<file path="src/pkg/asp_pkg.sv">
// package for the async serial port baud divider and register block
// Contract
// - receiver samples the input line at a rate divided down by the divisor
// - transmitter drives output at bit start, timed independently of reception
// - high divisor bits 4:0 are buffered, bits 7:5 act at once; working divisor updates only on low byte write
// - divisor of zero stops the baud generator entirely
// - divisor 1..8191 gives baud equal to bus clock over sixteen times divisor
// - low divisor resets nonzero, generator idle until rx_on or tx_on written one
// - high divisor bit 7 lets line_break_flag request an interrupt
// - high divisor bit 6 lets rx_edge_flag request an interrupt
// - high divisor bit 5 selects one or two stop bits
package asp_pkg;
	// registers at printed offsets are not word multiples: these are indices, byte address is four times
	localparam logic [15:0] IDX_BAUD_DIVISOR_HIGH = 16'h3080;
	localparam logic [15:0] IDX_BAUD_DIVISOR_LOW = 16'h3081;
	localparam logic [15:0] IDX_CONTROL_FIRST = 16'h3082;
	localparam logic [15:0] IDX_CONTROL_SECOND = 16'h3083;
	localparam logic [15:0] IDX_STATUS_FIRST = 16'h3084;
	localparam logic [15:0] IDX_STATUS_SECOND = 16'h3085;
	localparam logic [15:0] IDX_CONTROL_THIRD = 16'h3086;
	localparam logic [15:0] IDX_DATA_PORT = 16'h3087;
	localparam logic [15:0] IDX_IRQ_STATUS = 16'h3088;
	localparam logic [15:0] IDX_IRQ_MASK = 16'h3089;
	localparam int ADDR_W = 18;
	localparam logic [7:0] RST_BAUD_DIVISOR_HIGH = 8'h00;
	localparam logic [7:0] RST_BAUD_DIVISOR_LOW = 8'h04;
	localparam logic [7:0] RST_CONTROL = 8'h00;
	localparam logic [7:0] RST_STATUS_FIRST = 8'hc0;
	localparam logic [7:0] RST_DATA_PORT = 8'h00;
	localparam int BIT_LINE_BREAK_IRQ_ENABLE = 7;
	localparam int BIT_RX_EDGE_IRQ_ENABLE = 6;
	localparam int BIT_STOP_BIT_COUNT_SELECT = 5;
	localparam int BIT_TX_ON = 3;
	localparam int BIT_RX_ON = 2;
	localparam int BIT_LINE_BREAK_FLAG = 7;
	localparam int BIT_RX_EDGE_FLAG = 6;
	localparam int BIT_TX_EMPTY = 7;
	localparam int BIT_TX_DONE = 6;
	localparam int DIV_W = 13;
	localparam logic [3:0] OVERSAMPLE_LAST = 4'hf;
	localparam logic [1:0] RESP_OKAY = 2'b00;
	localparam logic [1:0] RESP_SLVERR = 2'b10;
	// irq status bits
	localparam int EV_LINE_BREAK = 0;
	localparam int EV_RX_EDGE = 1;
	localparam int EV_TX_DONE = 2;
	localparam int EV_RX_FULL = 3;
	localparam int EV_N = 4;

	typedef struct packed {
		logic [ADDR_W-1:0] addr;
		logic [31:0] data;
		logic [3:0] strb;
	} asp_wreq_t;
endpackage

</file>
<file path="src/rtl/asp_top.sv">
// async serial port: baud divider, register file, minimal tx/rx, AXI4-Lite slave
`timescale 1ns/10ps
module asp_top
	import asp_pkg::*;
(
	input wire logic CLK,
	input wire logic RST_N,
	input wire logic CE,
	input wire logic [asp_pkg::ADDR_W-1:0] AWADDR,
	input wire logic AWVALID,
	output logic AWREADY,
	input wire logic [31:0] WDATA,
	input wire logic [3:0] WSTRB,
	input wire logic WVALID,
	output logic WREADY,
	output logic [1:0] BRESP,
	output logic BVALID,
	input wire logic BREADY,
	input wire logic [asp_pkg::ADDR_W-1:0] ARADDR,
	input wire logic ARVALID,
	output logic ARREADY,
	output logic [31:0] RDATA,
	output logic [1:0] RRESP,
	output logic RVALID,
	input wire logic RREADY,
	input wire logic RXD,
	output logic TXD_O,
	output logic TXD_OE,
	output logic IRQ
);
	// =========================================
	// register bus slave
	logic aw_held, w_held;
	asp_wreq_t wreq;
	logic [7:0] div_high, div_low, div_high_buf, ctl1, ctl2, ctl3, data_tx, data_rx;
	logic [EV_N-1:0] irq_status, irq_mask;
	logic gen_armed, line_break_flag, rx_edge_flag;
	logic tx_empty, tx_done, rx_full;

	function automatic logic [15:0] idx_of(input logic [ADDR_W-1:0] a);
		idx_of = a[ADDR_W-1:2];
	endfunction

	wire wr_fire = aw_held && w_held && !BVALID;
	// an unaligned write answers with an error and must not land in the register it aliases
	wire wr_lane0 = wreq.strb[0] && wreq.addr[1:0] == 2'b00;
	wire [15:0] widx = idx_of(wreq.addr);
	wire [7:0] wbyte = wreq.data[7:0];
	wire wr_ok = (widx >= IDX_BAUD_DIVISOR_HIGH) && (widx <= IDX_IRQ_MASK) && (wreq.addr[1:0] == 2'b00);
	wire wr_bdh = wr_fire && wr_lane0 && widx == IDX_BAUD_DIVISOR_HIGH;
	wire wr_bdl = wr_fire && wr_lane0 && widx == IDX_BAUD_DIVISOR_LOW;
	wire wr_c1 = wr_fire && wr_lane0 && widx == IDX_CONTROL_FIRST;
	wire wr_c2 = wr_fire && wr_lane0 && widx == IDX_CONTROL_SECOND;
	wire wr_s2 = wr_fire && wr_lane0 && widx == IDX_STATUS_SECOND;
	wire wr_c3 = wr_fire && wr_lane0 && widx == IDX_CONTROL_THIRD;
	wire wr_d = wr_fire && wr_lane0 && widx == IDX_DATA_PORT;
	wire wr_ist = wr_fire && wr_lane0 && widx == IDX_IRQ_STATUS;
	wire wr_imk = wr_fire && wr_lane0 && widx == IDX_IRQ_MASK;
	wire [15:0] ridx = idx_of(ARADDR);
	wire rd_fire = ARVALID && !RVALID;
	wire rd_data = rd_fire && ARADDR[1:0] == 2'b00 && ridx == IDX_DATA_PORT;

	assign AWREADY = !aw_held;
	assign WREADY = !w_held;
	assign ARREADY = !RVALID;

	wire [7:0] status_first = {tx_empty, tx_done, rx_full, 5'h00};
	wire [7:0] status_second = {line_break_flag, rx_edge_flag, 6'h00};
	logic [7:0] rbyte;
	logic rd_ok;
	always_comb
	begin
		rd_ok = ARADDR[1:0] == 2'b00;
		unique case (ridx)
			IDX_BAUD_DIVISOR_HIGH: rbyte = div_high;
			IDX_BAUD_DIVISOR_LOW: rbyte = div_low;
			IDX_CONTROL_FIRST: rbyte = ctl1;
			IDX_CONTROL_SECOND: rbyte = ctl2;
			IDX_STATUS_FIRST: rbyte = status_first;
			IDX_STATUS_SECOND: rbyte = status_second;
			IDX_CONTROL_THIRD: rbyte = ctl3;
			IDX_DATA_PORT: rbyte = data_rx;
			IDX_IRQ_STATUS: rbyte = {4'h0, irq_status};
			IDX_IRQ_MASK: rbyte = {4'h0, irq_mask};
			default:
			begin
				rbyte = 8'h00;
				rd_ok = 1'b0;
			end
		endcase
	end

	always_ff @(posedge CLK or negedge RST_N)
	begin
		if (!RST_N)
		begin
			aw_held <= 1'b0;
			w_held <= 1'b0;
			wreq <= '0;
			BVALID <= 1'b0;
			BRESP <= RESP_OKAY;
			RVALID <= 1'b0;
			RDATA <= 32'h0000_0000;
			RRESP <= RESP_OKAY;
		end
		else if (CE)
		begin
			if (AWVALID && AWREADY)
			begin
				aw_held <= 1'b1;
				wreq.addr <= AWADDR;
			end
			if (WVALID && WREADY)
			begin
				w_held <= 1'b1;
				wreq.data <= WDATA;
				wreq.strb <= WSTRB;
			end
			if (wr_fire)
			begin
				BVALID <= 1'b1;
				BRESP <= wr_ok ? RESP_OKAY : RESP_SLVERR;
			end
			else if (BVALID && BREADY)
			begin
				BVALID <= 1'b0;
				aw_held <= 1'b0;
				w_held <= 1'b0;
			end
			if (rd_fire)
			begin
				RVALID <= 1'b1;
				RDATA <= {24'h000000, rbyte};
				RRESP <= rd_ok ? RESP_OKAY : RESP_SLVERR;
			end
			else if (RVALID && RREADY)
				RVALID <= 1'b0;
		end
	end

	// =========================================
	// control registers
	always_ff @(posedge CLK or negedge RST_N)
	begin
		if (!RST_N)
		begin
			div_high <= RST_BAUD_DIVISOR_HIGH;
			div_high_buf <= RST_BAUD_DIVISOR_HIGH;
			div_low <= RST_BAUD_DIVISOR_LOW;
			ctl1 <= RST_CONTROL;
			ctl2 <= RST_CONTROL;
			ctl3 <= RST_CONTROL;
			irq_mask <= '0;
			gen_armed <= 1'b0;
		end
		else if (CE)
		begin
			if (wr_bdh)
			begin
				div_high_buf <= wbyte;
				// enables and stop select act at once; only the divisor part waits
				div_high[7:5] <= wbyte[7:5];
			end
			if (wr_bdl)
			begin
				div_low <= wbyte;
				div_high[4:0] <= div_high_buf[4:0];
			end
			if (wr_c1)
				ctl1 <= wbyte;
			if (wr_c2)
				ctl2 <= wbyte;
			if (wr_c3)
				ctl3 <= wbyte;
			if (wr_imk)
				irq_mask <= wbyte[EV_N-1:0];
			if (wr_c2 && (wbyte[BIT_RX_ON] || wbyte[BIT_TX_ON]))
				gen_armed <= 1'b1;
		end
	end

	// =========================================
	// baud generator: sixteen ticks per bit
	wire [DIV_W-1:0] baud_divisor_value = {div_high[4:0], div_low};
	wire gen_run = gen_armed && baud_divisor_value != '0;
	logic [DIV_W-1:0] div_cnt;
	wire tick16 = gen_run && div_cnt == DIV_W'(1);
	always_ff @(posedge CLK or negedge RST_N)
	begin
		if (!RST_N)
			div_cnt <= '0;
		else if (CE)
		begin
			if (!gen_run)
				div_cnt <= '0;
			else if (div_cnt <= DIV_W'(1))
				div_cnt <= baud_divisor_value;
			else
				div_cnt <= div_cnt - DIV_W'(1);
		end
	end

	// =========================================
	// pin sync and receiver
	logic rx_s1, rx_s2, rx_prev;
	logic [3:0] rx_phase, tx_phase;
	logic [3:0] rx_bit, tx_bit;
	logic rx_busy, tx_busy;
	logic [7:0] rx_shift;
	logic [10:0] low_run;
	wire rx_on = ctl2[BIT_RX_ON];
	wire tx_on = ctl2[BIT_TX_ON];
	wire rx_fall = rx_on && rx_prev && !rx_s2;
	wire rx_mid = tick16 && rx_busy && rx_phase == 4'h7;
	wire rx_stop = rx_mid && rx_bit == 4'h9;
	wire brk_seen = rx_stop && !rx_s2 && rx_shift == 8'h00;
	always_ff @(posedge CLK or negedge RST_N)
	begin
		if (!RST_N)
		begin
			rx_s1 <= 1'b1;
			rx_s2 <= 1'b1;
			rx_prev <= 1'b1;
			rx_busy <= 1'b0;
			rx_phase <= 4'h0;
			rx_bit <= 4'h0;
			rx_shift <= 8'h00;
			data_rx <= RST_DATA_PORT;
			rx_full <= 1'b0;
		end
		else if (CE)
		begin
			rx_s1 <= RXD;
			rx_s2 <= rx_s1;
			rx_prev <= rx_s2;
			if (!rx_busy && rx_fall && gen_run)
			begin
				rx_busy <= 1'b1;
				rx_phase <= 4'h0;
				rx_bit <= 4'h0;
			end
			else if (rx_busy && tick16)
			begin
				rx_phase <= rx_phase + 4'h1;
				if (rx_mid)
				begin
					rx_bit <= rx_bit + 4'h1;
					if (rx_bit == 4'h0 && rx_s2)
						rx_busy <= 1'b0;
					else if (rx_bit >= 4'h1 && rx_bit <= 4'h8)
						rx_shift <= {rx_s2, rx_shift[7:1]};
					else if (rx_stop)
					begin
						rx_busy <= 1'b0;
						data_rx <= rx_shift;
					end
				end
			end
			if (rx_stop && rx_s2)
				rx_full <= 1'b1;
			else if (rd_data)
				rx_full <= 1'b0;
		end
	end

	// =========================================
	// transmitter runs from its own phase counter, never from the receiver
	wire stop_two = div_high[BIT_STOP_BIT_COUNT_SELECT];
	wire [3:0] tx_last = stop_two ? 4'ha : 4'h9;
	wire tx_bit_end = tick16 && tx_busy && tx_phase == OVERSAMPLE_LAST;
	logic [8:0] tx_shift;
	always_ff @(posedge CLK or negedge RST_N)
	begin
		if (!RST_N)
		begin
			tx_busy <= 1'b0;
			tx_phase <= 4'h0;
			tx_bit <= 4'h0;
			tx_shift <= 9'h1ff;
			TXD_O <= 1'b1;
			data_tx <= RST_DATA_PORT;
			tx_empty <= 1'b1;
			tx_done <= 1'b1;
		end
		else if (CE)
		begin
			if (wr_d)
			begin
				data_tx <= wbyte;
				tx_empty <= 1'b0;
			end
			if (!tx_busy && !tx_empty && tx_on && gen_run)
			begin
				tx_busy <= 1'b1;
				tx_phase <= 4'h0;
				tx_bit <= 4'h0;
				tx_shift <= {data_tx, 1'b0};
				TXD_O <= 1'b0;
				// a byte written in the very cycle the pending one starts stays pending
				tx_empty <= !wr_d;
				tx_done <= 1'b0;
			end
			else if (tx_busy && tick16)
			begin
				tx_phase <= tx_phase + 4'h1;
				if (tx_bit_end)
				begin
					tx_bit <= tx_bit + 4'h1;
					tx_shift <= {1'b1, tx_shift[8:1]};
					TXD_O <= tx_shift[1];
					if (tx_bit == tx_last)
					begin
						tx_busy <= 1'b0;
						tx_done <= 1'b1;
						TXD_O <= 1'b1;
					end
				end
			end
		end
	end
	assign TXD_OE = tx_on;

	// =========================================
	// flags and interrupt
	wire [EV_N-1:0] events = {rx_stop && rx_s2, tx_bit_end && tx_bit == tx_last, rx_fall, brk_seen};
	always_ff @(posedge CLK or negedge RST_N)
	begin
		if (!RST_N)
		begin
			line_break_flag <= 1'b0;
			rx_edge_flag <= 1'b0;
			irq_status <= '0;
		end
		else if (CE)
		begin
			// set beats a write-one clear in the same cycle
			irq_status <= (irq_status & ~(wr_ist ? wbyte[EV_N-1:0] : '0)) | events;
			line_break_flag <= (line_break_flag && !(wr_s2 && wbyte[BIT_LINE_BREAK_FLAG])) || brk_seen;
			rx_edge_flag <= (rx_edge_flag && !(wr_s2 && wbyte[BIT_RX_EDGE_FLAG])) || rx_fall;
		end
	end
	wire brk_irq = div_high[BIT_LINE_BREAK_IRQ_ENABLE] && line_break_flag;
	wire edge_irq = div_high[BIT_RX_EDGE_IRQ_ENABLE] && rx_edge_flag;
	assign IRQ = brk_irq || edge_irq || |(irq_status & irq_mask);
endmodule

</file>
<file path="config.mk">
export PLATFORM = sky130hd
export DESIGN_NAME = asp_top
export DESIGN_NICKNAME = d
export VERILOG_FILES = /design/src/pkg/asp_pkg.sv /design/src/rtl/asp_top.sv
export SDC_FILE = /design/constraint.sdc
export NUM_CORES = 1
export LEC_CHECK = 0
export ABC_CLOCK_PERIOD_IN_PS = 2630
export BUFFER_PORTS_ARGS = -buffer_cell sky130_fd_sc_hd__buf_2
export CAP_MARGIN = 20
export CELL_PAD_IN_SITES_DETAIL_PLACEMENT = 1
export CELL_PAD_IN_SITES_GLOBAL_PLACEMENT = 2
export CORE_MARGIN = 2
export CORE_UTILIZATION = 38
export DETAILED_ROUTE_END_ITERATION = 7
export GPL_TIMING_DRIVEN = 0
export MAX_ROUTING_LAYER = met4
export PLACE_DENSITY = 0.92
export SLEW_MARGIN = 20
export SYNTH_ARGS = -nofsm -noshare
export SYNTH_HDL_FRONTEND = slang
export SYNTH_SLANG_ARGS = --single-unit
</file>
<file path="constraint.sdc">
create_clock -name CLK -period 2.63 [get_ports CLK]
set_input_delay 0.6575 -clock CLK [delete_from_list [all_inputs] [get_ports CLK]]
set_output_delay 0.6575 -clock CLK [all_outputs]
set_load 0.01 [all_outputs]
</file>
==> results of run 1 <==
worst max-delay path, stage by stage, from the launching register on:
cell	delay (ns)
dfrtp_1	0.39
nor4bb_1	0.47
nand4_1	0.36
nor2_1	0.30
and4_1	0.54
mux2_2	0.40
what timing repair did:
action	4_1_cts	5_1_grt
resized for setup	7	15
pin swaps	2	3
setup endpoints to repair	83	54
setup buffers	4	4
Yosys cell counts (9+ instances only):
master and n:
o31ai_1 16, buf_4 27, clkbuf_1 19, dfrtp_1 152, mux2_2 117, nand2_1 48, dfstp_2 15, nor2_1 21
a21oi_1 24, ha_1 9, mux2i_1 13, o21ai_0 32, nand3_1 19, nor4_1 12, nor3_1 16, inv_1 26
per-stage QoR:
stage / hold WS, ns / cells / power (mW) / TNS (ns)
floorplan: 0.362 / 734 / 3.50 / 0
global placement: 0.464 / 1083 / 3.85 / -293.18
detailed placement: 0.469 / 1084 / 3.91 / -21.22
CTS: 0.190 / 1118 / 6.53 / 0
global route: 0.212 / 1121 / 6.77 / -0.910
finish: 0.178 / 1121 / 6.51 / 0
worst paths after layout:
check                                     start  cells after the start                       to  slack, ns
min reg2reg                   TXD_O$_DFFE_PN1P_                      1        TXD_O$_DFFE_PN1P_       0.48
min in group CLK                         BREADY                      2       w_held$_DFFE_PN0P_       0.44
max in group asynchronous                 RST_N                      2     wbyte[4]$_DFFE_PN0P_       1.56
min                                       RST_N                      1  rx_phase[0]$_DFFE_PN0P_       0.18
max                        wreq[37]$_DFFE_PN0P_                      5      ctl1[3]$_DFFE_PN0P_       0.04
max reg2reg                wreq[37]$_DFFE_PN0P_                      5      ctl1[3]$_DFFE_PN0P_       0.04
kinds of logic (layout without fill, tap and decap cells):
kind of cell / count (synthesis) / count (layout) / share of synthesized area [%]
other: 1 / 26 / 0.0449
flip-flops: 167 / 167 / 50.2
AO/OA/AOI/OAI: 118 / 118 / 9.37
adder cells (fa/ha/maj): 9 / 9 / 1.35
buffers and inverters: 84 / 191 / 5.30
AND/OR/NAND/NOR: 186 / 186 / 13.3
multiplexers: 144 / 144 / 20.5
registers in the layout (all words and copies together) (netlist names), 4 cells and up:
name / count
RDATA: 8
ctl1: 8
ctl2: 8
ctl3: 8
data_rx: 8
data_tx: 8
div_cnt: 13
div_high: 8
div_high_buf: 5
div_low: 8
irq_mask: 4
irq_status: 4
rx_bit: 4
rx_phase: 4
rx_shift: 8
tx_bit: 4
tx_phase: 4
tx_shift: 8
wbyte: 8
widx: 16
layer usage:
layer  up-vias  global-route usage, %
met4         0                   7.03
met3        35                   5.09
met1      3185                   26.8
li1       2800                      -
met5         -                      -
met2       147                   33.2
final cells by class:
| cell class | count | area (um^2) |
|---|---|---|
| Timing Repair Buffer | 78 | 455 |
| Multi-Input combinational cell | 483 | 3900 |
| Buffer | 55 | 345 |
| Clock inverter | 14 | 171 |
| Sequential cell | 167 | 4200 |
| Clock buffer | 18 | 429 |
| Inverter | 26 | 97.6 |
| Fill cell | 2324 | 11700 |
| Tap cell | 280 | 350 |
power groups by stage:
stage,Clock [mW],Combinational (mW),Sequential [mW]
final,2.60,0.738,3.17
after detailed placement,0,0.715,3.19
after global placement,0,0.675,3.17
after global routing,2.75,0.821,3.20
after CTS,2.65,0.728,3.15
after floorplan,0,0.474,3.03
==> results.sh, run 1 <==
export IMPL_first_pass_iters=4
export IMPL_outcome="finished clean"
export IMPL_synth_top_area_cell="dfrtp_1"
export IMPL_rows=54
export IMPL_p_clk_share_pct=40.0
export IMPL_wl_mm=23.3
export IMPL_swShare_pct=28.1
export IMPL_drv_cap=0
export IMPL_power_frac_seq_pct=48.7
export IMPL_p_int_mw=4.68
export IMPL_post_dp_hpwl_mm=16.4
export IMPL_worst_pin_slew_ns=0.775
export IMPL_worst_setup_path_end_kind="register"
export IMPL_layout_nets=918
export IMPL_final_cell_area_um2=9950
export IMPL_clock_sinks=167
export IMPL_start_util_pct=38.5
export IMPL_gp_congestion=0.876
export IMPL_cts_root_buf="clkbuf_16"
export IMPL_vias=6167
export IMPL_top_layer="met4"
export IMPL_grt_overflow=0
export IMPL_finish_utilization_pct=45.9
export IMPL_synth_main_ff_cell="dfrtp_1"
export IMPL_portBuffers=69
export IMPL_worstSkewPairLatency_ns=0.44
export IMPL_cp_arrival_ns=2.91
export IMPL_crit_type="reg2reg"
export IMPL_dieWidth_um=152
export IMPL_drtIter0Drc=341
export IMPL_final_common_cell="dfrtp_1"
export IMPL_dp_worst_setup_slack_ns=-0.565
export IMPL_synth_edf_count=0
export IMPL_yosys_warnings=0
export IMPL_via_per_inst=5.50
export IMPL_io_pins=125
export IMPL_final_cell_mix="dfrtp_1 (150), mux2_2 (117), buf_2 (71)"
export IMPL_power_frac_comb_pct=11.3
export IMPL_grt_pass1_wl_mm=37.2
export IMPL_dieArea_um2=23200
export IMPL_clkTransAtPathRegs_ns=0.07
export IMPL_grt_max_degree=103
export IMPL_cts_buffers=17
export IMPL_ys_types=68
export IMPL_maxSlewHeadroom_pct=48.3
export IMPL_antenna_found_initial=0
export IMPL_required_ns=2.95
export IMPL_grt_pass1_vias=6653
export IMPL_critPathMaxFanout=8
export IMPL_final_antenna_net_count=0
export IMPL_pwr_density_cell_nw_per_um2=654
export IMPL_fin_crit_ns=2.59
export IMPL_holdBufCountCts=0
export IMPL_synthCells=709
export IMPL_async_flop_share_pct=100
export IMPL_drive_gt1_share_pct=38.2
export IMPL_dr_wl_met2_mm=11.4
export IMPL_hold_class="in2async"
export IMPL_clockBufferDepth=2
export IMPL_coreArea_um2=21700
export IMPL_finalHoldViolations=0
export IMPL_num_antenna_cells=0
export IMPL_grt_use_total_pct=21.0
export IMPL_netlist_area_leader_share_pct=45.5
export IMPL_synth_seq_area_share_pct=50.2
export IMPL_setup_viol=0
export IMPL_synth_area_leaders="dfrtp_1 (46%), mux2_2 (16%), dfstp_2 (4.7%)"
export IMPL_wl_met3_mm=1.26
export IMPL_detail_route_wl_per_cell_um=20.8
export IMPL_fmax_mhz=386
export IMPL_wirelength_met1_mm=10.1
export IMPL_netlist_area_um2=8360
export IMPL_synth_area_per_cell_um2=11.8
export IMPL_power_leakage_nw=4.69
export IMPL_vdd_drop_max_mv=0.592
export IMPL_power_switching_mw=1.83
export IMPL_synth_ff_latch_count=167
export IMPL_worst_slack_ns=0.0393
export IMPL_fin_skew_ns=0.0103
export IMPL_startpoint_type="register"
export IMPL_finalMaxSlewViolations=0
export IMPL_cts_tree="yes"
export IMPL_die_h_um=152
export IMPL_drcViolationCount=0
export IMPL_dpl_cell_area_um2=9200
export IMPL_fin_crit_sh_pct=98.5
export IMPL_areaGrowthSynthToFinish_pct=19.0
export IMPL_htreeDepth=4
(Power assumes the default switching activity.)
==> run 2, diff against run 1 <==
- CORE_MARGIN: 2 -> default
- SLEW_MARGIN: 20 -> 15
==> run 2 against run 1 <==
  * Global-route usage is 1.5 points higher
  * Combinational power is 0.5% lower
  * Sequential power hardly changed
  * Clock power is 5% lower
  * Critical path type unchanged
  * Via count is 1.0% higher
  * Sequential share of layout area is 0.16 points higher
  * Maximum frequency is 0.89% higher
  * Die area is 2.6% lower
  * Setup slack better by 0.023 ns
  * Design area is 0.42% lower
  * Critical endpoint is now rx_full$_DFFE_PN0P_
  * Highest routed layer unchanged
==> results.sh, run 2 (synthesized netlist as in run 1, its figures left out) <==
export IMPL_outcome="finished clean"
export IMPL_final_cell_area_um2=9910
export IMPL_worst_setup_path_end_kind="register"
export IMPL_finalNonFillerCells=1113
export IMPL_io_pins=125
export IMPL_clock_sinks=167
export IMPL_ff2ff_path_depth=7
export IMPL_r2r_slack_ns=0.06
export IMPL_first_pass_iters=5
export IMPL_dr_wl_met2_mm=11.6
export IMPL_multi_input_area_um2=3900
export IMPL_worstSkewPairLatency_ns=0.42
export IMPL_clockBufferDepth=2
export IMPL_setup_tns_ns=0
export IMPL_fin_skew_ns=0.00823
export IMPL_maxSlewHeadroom_pct=29.2
export IMPL_cts_tree="yes"
export IMPL_drive_gt1_share_pct=38.1
export IMPL_antenna_found_initial=0
export IMPL_via_per_inst=5.60
export IMPL_fin_crit_ns=2.57
export IMPL_fin_crit_sh_pct=97.6
export IMPL_register_area_um2=4200
export IMPL_crit_type="reg2reg"
export IMPL_p_total_mw=6.36
export IMPL_grt_max_degree=106
export IMPL_portBuffers=69
export IMPL_nFillCells=2279
export IMPL_pwr_density_cell_nw_per_um2=642
export IMPL_dieWidth_um=150
export IMPL_cts_root_buf="clkbuf_16"
export IMPL_wl_met3_mm=1.08
export IMPL_startpoint_type="register"
export IMPL_grt_pass1_wl_mm=37.4
export IMPL_areaGrowthSynthToFinish_pct=18.5
export IMPL_clkTransAtPathRegs_ns=0.07
export IMPL_final_antenna_net_count=0
export IMPL_grt_pass1_vias=6665
export IMPL_gp_congestion=0.850
export IMPL_r2r_end="rx_full$_DFFE_PN0P_"
export IMPL_setup_viol=0
export IMPL_dieArea_um2=22600
export IMPL_wl_mm=23.2
export IMPL_drcViolationCount=0
export IMPL_final_common_cell="dfrtp_1"
export IMPL_drv_cap=0
export IMPL_final_cell_mix="dfrtp_1 (151), mux2_2 (117), buf_2 (72)"
export IMPL_largest_reg_flops=16
export IMPL_fmax_mhz=389
export IMPL_dp_cells=1079
export IMPL_htreeDepth=4
export IMPL_required_ns=2.93
export IMPL_cts_buffers=17
export IMPL_vias=6231
export IMPL_largestRegisters="widx: 16 flops, div_cnt: 13 flops"
export IMPL_worstSetupStartpoint="div_low[1]$_DFFE_PN0P_"
export IMPL_finalHoldViolations=0
export IMPL_num_antenna_cells=0
export IMPL_grt_overflow=0
export IMPL_top_layer="met4"
export IMPL_post_dp_hpwl_mm=16.4
export IMPL_largest_register="widx"
export IMPL_power_leakage_nw=4.66
export IMPL_start_util_pct=39.3
export IMPL_die_h_um=150
export IMPL_coreArea_um2=21300
export IMPL_worst_pin_slew_ns=1.05
export IMPL_critPathMaxFanout=10
export IMPL_vdd_drop_max_mv=0.496
export IMPL_cp_arrival_ns=2.86
export IMPL_finalMaxSlewViolations=0
export IMPL_layout_nets=917
export IMPL_crit_reg2reg_launch="div_low[1]$_DFFE_PN0P_"
export IMPL_wirelength_met1_mm=10.2
export IMPL_drtIter0Drc=242
export IMPL_hold_class="in2async"
export IMPL_rows=53
export IMPL_endpoint="rx_full$_DFFE_PN0P_"
export IMPL_detail_route_wl_per_cell_um=20.8
export IMPL_dpl_cell_area_um2=9190
export IMPL_grt_use_total_pct=22.5
run 2: cell types whose count changed in the layout (fill, tap and decap cells not counted), sizes merged:
cell / change
clkinv: -3
bufinv: -1
clkinvlp: +2
clkbuf: +3
inv: -4
buf: -1
clkdlybuf4s15: +1
run 2: repair_timing:
item                                    4_1_cts  5_1_grt
buffers inserted                              5        2
pin swaps                                     2        4
resized for setup                             7       22
hold buffers                                  0        0
endpoints found under the setup margin       90       69
run 2: layout make-up:
cell class | instances | share of cell area (%)
clock inverter | 8 | 1.01
timing repair buffer | 77 | 4.52
multi-input combinational | 483 | 39.4
inverter | 26 | 0.985
sequential | 167 | 42.4
buffer | 55 | 3.56
tap | 275 | 3.47
clock buffer | 22 | 4.69
run 2: stage by stage:
stage                     setup slack, ns  utilization (%)  hold slack [ns]
after floorplan                     0.268                -            0.362
after global placement              -1.77             42.9            0.456
after detailed placement           -0.485             43.2            0.465
after CTS                         0.00478             46.1            0.196
after global routing              -0.0110             46.5            0.217
final                              0.0621             46.5            0.190
run 2: worst min path at each step:
stage / from / to / slack [ns]
2_1_floorplan: RST_N / BRESP[1]$_DFFE_PN0P_ / 0.36
5_1_grt: RST_N / aw_held$_DFFE_PN0P_ / 0.22
4_1_cts: RST_N / BVALID$_DFFE_PN0P_ / 0.20
6_report: RST_N / aw_held$_DFFE_PN0P_ / 0.19
3_5_place_dp: RDATA[7]$_DFFE_PN0P_ / RDATA[7]$_DFFE_PN0P_ / 0.47
3_3_place_gp: RDATA[1]$_DFFE_PN0P_ / RDATA[1]$_DFFE_PN0P_ / 0.46
run 2: routing by layer:
layer  GRT usage (%)  vias up
li1                -     2793
met1            29.2     3254
met2            36.7      166
met3            3.45       18
met4            6.06        0
met5               -        -
run 2: worst max-delay path, stage by stage (launching register included):
cell	delay, ns
dfrtp_1	0.49
or4_4	0.55
o41a_1	0.47
and2_4	0.20
buf_6	0.14
buf_2	0.21
nand4_1	0.24
o21ai_0	0.13
run 2: power by group:
| group | switching (mW) | leakage [nW] | total [mW] | internal (mW) |
|---|---|---|---|---|
| registers | 0.348 | 2.19 | 3.16 | 2.82 |
| clock network | 1.02 | 0.264 | 2.46 | 1.44 |
| logic | 0.377 | 2.21 | 0.734 | 0.357 |
| total | 1.75 | 4.66 | 6.36 | 4.61 |
